--- src/logic/tims_defs.vh ---
`ifndef TIMS_DEFS_VH
`define TIMS_DEFS_VH

// apb register byte offsets
`define TIMS_CTRL_OFF      12'h000
`define TIMS_CFG_OFF       12'h004
`define TIMS_POS_OFF       12'h008
`define TIMS_STAT_OFF      12'h00c
`define TIMS_CHAIN_OFF     12'h010

// ctrl field positions
`define TIMS_CTRL_MASTER   0
`define TIMS_CTRL_SYNC     1
`define TIMS_CTRL_TERM_MAN 2
`define TIMS_CTRL_TERM_WE  3
`define TIMS_CTRL_ADDR_WE  4
`define TIMS_CTRL_RAMP_EN  5

// reset values
`define TIMS_CTRL_RST      32'h0000_0020
`define TIMS_CFG_RST       32'h0000_0010
`define TIMS_POS_RST       32'h0000_0000

// timing, in ms, the init entry onset count, and clock rate
`define TIMS_CLK_HZ        10000000
`define TIMS_SIMUL_MS      100
`define TIMS_ENTRY_MS      6000
`define TIMS_IDLE_MS       2000
`define TIMS_ENTRY_COUNT   9
`define TIMS_DEB_MS        10
`define TIMS_CYC_PER_MS    (`TIMS_CLK_HZ / 1000)

// ramp length, in ms
`define TIMS_RAMP_MS       50

`endif

--- src/logic/tims_sequencer.v ---
// Local design decisions: the APB interface to the registers and the register addresses.
`timescale 1ns/1ps
`include "tims_defs.vh"

module tims_sequencer #(
    parameter integer TICK_CYC = `TIMS_CYC_PER_MS,
    parameter integer DEB_MS   = `TIMS_DEB_MS,
    parameter integer SIMUL_MS = `TIMS_SIMUL_MS,
    parameter integer ENTRY_MS = `TIMS_ENTRY_MS,
    parameter integer IDLE_MS  = `TIMS_IDLE_MS,
    parameter integer RAMP_MS  = `TIMS_RAMP_MS
) (
    input  wire        clk_i,
    input  wire        reset_n_i,
    input  wire        travel1_i,
    input  wire        travel2_i,
    input  wire        at_max1_i,
    input  wire        at_max2_i,
    input  wire        at_target_i,
    input  wire        home_switch_i,
    input  wire [3:0]  active_slaves_i,
    input  wire        addr_ok_i,
    input  wire        dev_fault_i,
    input  wire        last_in_chain_i,
    input  wire [3:0]  chain_pos_i,
    input  wire        psel,
    input  wire        penable,
    input  wire        pwrite,
    input  wire [11:0] paddr,
    input  wire [31:0] pwdata,
    output wire        pready,
    output reg  [31:0] prdata,
    output wire        pslverr,
    output reg         move_up_o,
    output reg         move_down_o,
    output reg  [7:0]  speed_o,
    output reg         sync_en_o,
    output reg         equalize_o,
    output reg         init_mode_o,
    output reg         init_run_o,
    output reg         set_reference_o,
    output reg  [3:0]  node_addr_o,
    output reg         term_en_o,
    output reg         nv_store_o,
    output reg         blocked_o
);

    localparam [3:0] ST_IDLE = 4'b0001;
    localparam [3:0] ST_UP   = 4'b0010;
    localparam [3:0] ST_DOWN = 4'b0100;
    localparam [3:0] ST_INIT = 4'b1000;
    localparam [7:0] FULL_SPEED = 8'hff;
    localparam integer ENTRY_N = `TIMS_ENTRY_COUNT;

    function [15:0] ms_inc;
        input [15:0] v;
        begin
            ms_inc = (v == 16'hffff) ? v : v + 16'h0001;
        end
    endfunction

    reg [3:0]  st_q;
    reg [15:0] div_q;
    reg        tick_q;
    reg [1:0]  raw_q;
    reg [1:0]  deb_q;
    reg [15:0] deb_cnt_q [0:1];
    reg [1:0]  deb_prev_q;
    reg [15:0] since1_q;
    reg [15:0] since2_q;
    reg [3:0]  joint_cnt_q;
    reg [15:0] win_q;
    reg [15:0] idle_q;
    reg        homed_q;
    reg [15:0] ramp_q;
    reg [31:0] ctrl_q;
    reg [31:0] cfg_q;
    reg [31:0] pos_q;
    reg        man_term_q;
    reg [3:0]  man_addr_q;

    wire       both = deb_q[0] & deb_q[1];
    wire [1:0] rise = deb_q & ~deb_prev_q;
    wire       is_master = ctrl_q[`TIMS_CTRL_MASTER];
    wire       sync_mode = ctrl_q[`TIMS_CTRL_SYNC];
    // only a synchronous master supervises the chain
    wire       chain_bad = is_master & sync_mode & (
                   (active_slaves_i != cfg_q[3:0]) | ~addr_ok_i |
                   dev_fault_i);
    // a joint onset: second input rises within the window of the first
    wire joint_onset = (rise[0] & deb_q[1] &
                        (since2_q < SIMUL_MS[15:0])) |
                       (rise[1] & deb_q[0] &
                        (since1_q < SIMUL_MS[15:0])) |
                       (rise[0] & rise[1]);
    // ninth onset enters init from any travel state: a pattern that
    // leads with one input alone may already have started travel
    wire enter_init = (st_q != ST_INIT) & joint_onset &
                      (win_q < ENTRY_MS[15:0]) &
                      (joint_cnt_q == ENTRY_N[3:0] - 4'h1);
    wire acc = psel & penable;

    assign pready  = 1'b1;
    assign pslverr = 1'b0;

    // ms tick and debounce
    // a key must differ across DEB_MS tick pulses, the first possibly partial; chatter restarts it
    integer k;
    always @(posedge clk_i) begin
        if (!reset_n_i) begin
            div_q      <= 16'h0000;
            tick_q     <= 1'b0;
            raw_q      <= 2'b00;
            deb_q      <= 2'b00;
            deb_prev_q <= 2'b00;
            for (k = 0; k < 2; k = k + 1)
                deb_cnt_q[k] <= 16'h0000;
        end else begin
            tick_q <= (div_q == TICK_CYC[15:0] - 16'h0001);
            div_q  <= (div_q == TICK_CYC[15:0] - 16'h0001) ? 16'h0000
                      : div_q + 16'h0001;
            raw_q      <= {travel2_i, travel1_i};
            deb_prev_q <= deb_q;
            for (k = 0; k < 2; k = k + 1) begin
                if (raw_q[k] == deb_q[k])
                    deb_cnt_q[k] <= 16'h0000;
                else if (tick_q) begin
                    if (deb_cnt_q[k] >= DEB_MS[15:0] - 16'h0001) begin
                        deb_q[k]     <= raw_q[k];
                        deb_cnt_q[k] <= 16'h0000;
                    end else begin
                        deb_cnt_q[k] <= deb_cnt_q[k] + 16'h0001;
                    end
                end
            end
        end
    end

    // onset ages and pattern windows
    always @(posedge clk_i) begin
        if (!reset_n_i) begin
            since1_q    <= 16'hffff;
            since2_q    <= 16'hffff;
            joint_cnt_q <= 4'h0;
            win_q       <= 16'h0000;
            idle_q      <= 16'h0000;
        end else begin
            // ages saturate so a long-held key never looks recent
            since1_q <= rise[0] ? 16'h0000
                        : (tick_q ? ms_inc(since1_q) : since1_q);
            since2_q <= rise[1] ? 16'h0000
                        : (tick_q ? ms_inc(since2_q) : since2_q);
            if (st_q == ST_INIT) begin
                joint_cnt_q <= 4'h0;
                if (both)
                    idle_q <= 16'h0000;
                else if (tick_q)
                    idle_q <= ms_inc(idle_q);
            end else begin
                idle_q <= 16'h0000;
                if (joint_onset) begin
                    // an onset after the window lapsed opens a new one
                    if (joint_cnt_q == 4'h0 ||
                        win_q >= ENTRY_MS[15:0]) begin
                        win_q <= 16'h0000;
                        joint_cnt_q <= 4'h1;
                    end else begin
                        joint_cnt_q <= joint_cnt_q + 4'h1;
                    end
                end else if (joint_cnt_q != 4'h0 && tick_q) begin
                    win_q <= ms_inc(win_q);
                    if (win_q >= ENTRY_MS[15:0])
                        joint_cnt_q <= 4'h0;
                end
            end
        end
    end

    // travel and init sequencer
    always @(posedge clk_i) begin
        if (!reset_n_i) begin
            st_q            <= ST_IDLE;
            move_up_o       <= 1'b0;
            move_down_o     <= 1'b0;
            speed_o         <= 8'h00;
            ramp_q          <= 16'h0000;
            sync_en_o       <= 1'b0;
            equalize_o      <= 1'b0;
            init_mode_o     <= 1'b0;
            init_run_o      <= 1'b0;
            set_reference_o <= 1'b0;
            homed_q         <= 1'b0;
            node_addr_o     <= 4'h0;
            term_en_o       <= 1'b0;
            nv_store_o      <= 1'b0;
            blocked_o       <= 1'b0;
        end else begin
            set_reference_o <= 1'b0;
            nv_store_o      <= 1'b0;
            blocked_o       <= chain_bad;
            sync_en_o       <= sync_mode & (st_q != ST_INIT);
            // slaves may trim position while no travel is commanded
            equalize_o      <= sync_mode & ~is_master & ~dev_fault_i &
                               (st_q == ST_IDLE);
            if (ctrl_q[`TIMS_CTRL_TERM_WE])
                term_en_o <= man_term_q;
            if (ctrl_q[`TIMS_CTRL_ADDR_WE])
                node_addr_o <= man_addr_q;
            case (st_q)
            ST_IDLE: begin
                move_up_o   <= 1'b0;
                move_down_o <= 1'b0;
                // ramp off: speed falls one ramp step per tick, or to zero on the next tick with the ramp disabled
                if (speed_o != 8'h00 && tick_q)
                    speed_o <= ramp_step(speed_o);
                if (enter_init) begin
                    st_q        <= ST_INIT;
                    init_mode_o <= 1'b1;
                    homed_q     <= 1'b0;
                end else if (!chain_bad && deb_q == 2'b01 &&
                             !at_max1_i && !at_target_i) begin
                    st_q <= ST_UP;
                end else if (!chain_bad && deb_q == 2'b10 &&
                             !at_max2_i && !at_target_i) begin
                    st_q <= ST_DOWN;
                end
            end
            ST_UP, ST_DOWN: begin
                move_up_o   <= (st_q == ST_UP);
                move_down_o <= (st_q == ST_DOWN);
                speed_o     <= FULL_SPEED;
                // init entry wins over a stop in the same cycle
                if (enter_init) begin
                    st_q        <= ST_INIT;
                    init_mode_o <= 1'b1;
                    homed_q     <= 1'b0;
                    move_up_o   <= 1'b0;
                    move_down_o <= 1'b0;
                end else if (chain_bad || at_target_i ||
                    (st_q == ST_UP ? (at_max1_i || deb_q != 2'b01)
                                   : (at_max2_i || deb_q != 2'b10)))
                    st_q <= ST_IDLE;
            end
            ST_INIT: begin
                init_run_o  <= both & ~homed_q;
                move_down_o <= both & ~homed_q & ~home_switch_i;
                move_up_o   <= 1'b0;
                speed_o     <= (both & ~homed_q) ? FULL_SPEED : 8'h00;
                if (both) begin
                    node_addr_o <= is_master ? 4'h0 : chain_pos_i;
                    // terminate only chain ends; mid slaves go dark
                    term_en_o <= is_master | last_in_chain_i;
                end
                if (both && !homed_q && home_switch_i) begin
                    homed_q         <= 1'b1;
                    set_reference_o <= 1'b1;
                    nv_store_o      <= 1'b1;
                end
                // leaving init re-arms termination at both chain ends
                if (idle_q >= IDLE_MS[15:0]) begin
                    st_q        <= ST_IDLE;
                    init_mode_o <= 1'b0;
                    init_run_o  <= 1'b0;
                    move_down_o <= 1'b0;
                    term_en_o   <= is_master | last_in_chain_i;
                end
            end
            default: st_q <= ST_IDLE;
            endcase
        end
    end

    // ramp: linear fall over RAMP_MS milliseconds
    function [7:0] ramp_step;
        input [7:0] s;
        reg   [7:0] d;
        begin
            d = (RAMP_MS > 255) ? 8'h01 : 8'hff / RAMP_MS[7:0];
            if (!ctrl_q[`TIMS_CTRL_RAMP_EN] || s <= d)
                ramp_step = 8'h00;
            else
                ramp_step = s - d;
        end
    endfunction

    // apb registers
    // zero wait states; the position word is a spare reading zero
    always @(posedge clk_i) begin
        if (!reset_n_i) begin
            ctrl_q     <= `TIMS_CTRL_RST;
            cfg_q      <= `TIMS_CFG_RST;
            pos_q      <= `TIMS_POS_RST;
            man_term_q <= 1'b0;
            man_addr_q <= 4'h0;
        end else if (acc && pwrite) begin
            case (paddr)
            `TIMS_CTRL_OFF:  ctrl_q <= pwdata;
            `TIMS_CFG_OFF:   cfg_q  <= pwdata;
            `TIMS_CHAIN_OFF: begin
                man_term_q <= pwdata[4];
                man_addr_q <= pwdata[3:0];
            end
            default: pos_q <= pos_q;
            endcase
        end
    end

    always @* begin
        case (paddr)
        `TIMS_CTRL_OFF:  prdata = ctrl_q;
        `TIMS_CFG_OFF:   prdata = cfg_q;
        `TIMS_POS_OFF:   prdata = pos_q;
        `TIMS_STAT_OFF:  prdata = {16'h0000, joint_cnt_q, st_q,
                                   2'b00, homed_q, blocked_o,
                                   term_en_o, init_run_o,
                                   init_mode_o, deb_q[1]};
        `TIMS_CHAIN_OFF: prdata = {27'h0000000, term_en_o, node_addr_o};
        default:         prdata = 32'h0000_0000;
        endcase
    end

endmodule

--- config.mk ---
export PLATFORM = sky130hd
export DESIGN_NAME = tims_sequencer
export DESIGN_NICKNAME = d
export VERILOG_FILES = /design/src/logic/tims_sequencer.v
export VERILOG_INCLUDE_DIRS = /design/src /design/src/logic
export SDC_FILE = /design/constraint.sdc
export NUM_CORES = 1
export LEC_CHECK = 0
export BUFFER_PORTS_ARGS = -buffer_cell sky130_fd_sc_hd__buf_2
export CAP_MARGIN = 15
export CORE_MARGIN = 1
export CORE_UTILIZATION = 58
export DETAILED_ROUTE_END_ITERATION = 12
export GPL_ROUTABILITY_DRIVEN = 0
export GPL_TIMING_DRIVEN = 1
export MAX_ROUTING_LAYER = met4
export PLACE_DENSITY = 0.84
export RECOVER_POWER = 100
export SLEW_MARGIN = 40
export SYNTH_ARGS = -nofsm -noshare
export SYNTH_HDL_FRONTEND = slang
export SYNTH_SLANG_ARGS = --single-unit
--- constraint.sdc ---
create_clock -name clk_i -period 5.5 [get_ports clk_i]
set_input_delay 0 -clock clk_i [delete_from_list [all_inputs] [get_ports clk_i]]
set_output_delay 0 -clock clk_i [all_outputs]
set_load 0.01 [all_outputs]
==> results.yml <==
outcome:
  outcome: "complete, but fails checks"
  violations: "max-capacitance violations, max-slew violations"
timing:
  fin_tns_setup_ps: 0
  hold_viol: 0
  slew_viol_final: 86
  max_slew_margin: -0.483
  max_clock_freq_mhz: 264
  finalSetupViolCount: 0
  tightest_slew_ps: 2220
  rsz0062_at_grt: "no"
  skew_ps: 19.7
  fin_crit_ps: 3800
  period_share: 0.690
synthesis:
  syn_inst: 1149
  synthArstFlopShare: 0
  yosysWarnings: 0
  synth-seq-cells: 218
  yosys.cell_types.count: 68
  synth_edf_count: 32
  synthFlopType: "dfxtp_1"
  syn_area_um2: 9990
  ys_seq_area_frac: 0.469
  syn_area_per_cell_um2: 8.69
worst_setup_path:
  worstPathArrival_ps: 4200
  end_kind: "flip-flop"
  cp_max_fo: 22
  critPathKind: "in2reg"
  worstPathRequired_ps: 5910
  worstSetupStartpointType: "input pin"
die:
  core_area_um2: 16700
  die_h_um: 133
  io_pins: 122
  placementRows: 47
  die-area_um2: 17800
  die_w_um: 133
  initial_utilization: 0.598
cts:
  post_cts_resized: 0
  root_buffer: "clkbuf_16"
  numCtsBuffers: 24
  cts.clk_slew.worst_paths_ps: 60
  tritoncts: "yes"
  cts_buffer_depth: 3
  clkSinkCount: 218
  clk_latency_ps: 520
  htree_levels: 1
  post_cts_buffers: 0
global_route:
  grt_pass1_vias: 8625
  grt_max_degree: 56
  antenna_found_initial: 0
  grt_usage: 0.290
  globalRouteOverflowTotal: 0
  grt_pass1_wl_um: 40900
drt:
  num_vias: 8992
  drtPass1Iterations: 7
  antenna_left: 0
  drt_iter0_drc: 683
  drcViolationCount: 0
  viasPerCell: 5.80
  wl_um: 25200
  wl_per_cell_um: 16.3
cells_and_area:
  antenna_cells: 0
  final_common_cell: "nand2_1"
  design_area_um2: 11900
  drive_above_1_share: 0.0872
  area_growth_pct: 18.9
  nNetsFinal: 1396
  fill_cells: 1277
  layout_common_cells: "nand2_1 (202), dfxtp_1 (186), a21oi_1 (100)"
placement:
  numPortBuffers: 119
  post_dp_cell_area_um2: 10700
  dp_hpwl_um: 16000
pwr:
  power_density_nw_per_um2: 283
  ir_drop_uv: 230
  leakagePower_nw: 4.33
worst_hold_path:
  hold_path_class: "in2reg"
job:
  cap_violations: 2
==> worst paths after layout <==
check	from	to	depth (start not counted)	slack [ps]
max	paddr[4]	cfg_q[12]	10	1710
min	at_target_i	st_q[2]	5	20
max reg2reg	deb_q[1]	win_q[1]	6	2240
min reg2reg	cfg_q[13]	cfg_q[13]	2	450
==> sequential cells by signal (all words and copies together), names as in the netlist, 8 cells and up <==
signal and cells:
div_q 16, cfg_q 32, speed_o 8, since1_q 16, win_q 16, deb_cnt_q 32, ctrl_q 32, idle_q 16
since2_q 16
==> worst max-delay path, stage by stage <==
cell and delay [ps]:
dlygate4sd3_1 530, clkbuf_1 150, nor3_1 360, nand2_1 120, nor3_1 160, clkbuf_1 860, and2_0 650, clkbuf_1 870
nand2_1 200, a21oi_1 290
==> metrics by stage <==
| stage | setup WS, ps | power, W | util | hold slack (ps) | std cells |
|---|---|---|---|---|---|
| floorplan | 3480 | 0.00172 | - | 77.7 | 1173 |
| global placement | 2440 | 0.00176 | 0.642 | 204 | 1457 |
| detailed placement | 2750 | 0.00176 | 0.643 | 209 | 1457 |
| CTS | 2920 | 0.00336 | 0.720 | 0.404 | 1550 |
| global route | 1580 | 0.00344 | 0.711 | 25.7 | 1550 |
| finish | 1710 | 0.00336 | 0.711 | 23.4 | 1550 |
==> what timing repair did <==
action	in CTS	in global routing
endpoints found under the hold margin	82	0
hold buffers	49	0
endpoints found under the setup margin	0	0
==> kinds of logic (layout without fill, tap and decap cells) <==
| family | Yosys count | count (layout) | synth area share |
|---|---|---|---|
| adders and majority gates | 18 | 18 | 0.0225 |
| muxes | 21 | 21 | 0.0210 |
| other | 2 | 26 | 0.000752 |
| xor gates and xnor gates | 76 | 76 | 0.0666 |
| AOI/OAI and AO/OA | 233 | 233 | 0.142 |
| buffers and inverters | 92 | 249 | 0.0405 |
| and+or+nand+nor | 489 | 489 | 0.238 |
| DFF | 218 | 218 | 0.469 |
==> synthesized netlist by cell type (9+ instances only) <==
| cell | number | share of area |
|---|---|---|
| o21ai_0 | 70 | 0.035 |
| edfxtp_1 | 32 | 0.096 |
| inv_1 | 28 | 0.011 |
| or3_1 | 9 | 0.0056 |
| nor4_1 | 16 | 0.010 |
| buf_2 | 17 | 0.0085 |
| nand4_1 | 27 | 0.017 |
| nand3_1 | 51 | 0.026 |
| xnor2_1 | 31 | 0.027 |
| mux2i_1 | 21 | 0.021 |
| xor2_1 | 45 | 0.039 |
| nor3_1 | 23 | 0.012 |
| a22o_1 | 18 | 0.016 |
| clkbuf_1 | 35 | 0.013 |
| dfxtp_1 | 186 | 0.37 |
| nor2_1 | 83 | 0.031 |
| ha_1 | 18 | 0.023 |
| and3_1 | 19 | 0.012 |
| and4_1 | 9 | 0.0079 |
| nand2_1 | 203 | 0.076 |
| a21oi_1 | 98 | 0.049 |
| and2_1 | 10 | 0.0063 |
==> cell type report <==
cell class	instances	area, um^2	share of cell area
clock inverter	12	146	0.0123
clock buffer	32	641	0.0539
sequential	218	4680	0.394
inverter	29	109	0.00917
tap	220	275	0.0232
multi-input combinational	863	4960	0.418
timing repair buffer	176	1060	0.0893
==> power by group <==
group,internal (W),switching [W]
Clock,0.000962,0.000644
Combinational,0.0000498,0.0000593
Sequential,0.00163,0.00000750
Total,0.00265,0.000711
==> metal layers <==
layer / GRT usage / part of all wire
met1: 0.343 / 0.41
met5: - / 0
met4: 0.137 / 0.043
met2: 0.482 / 0.48
met3: 0.0460 / 0.061
Power figures use the tool's default switching activity.
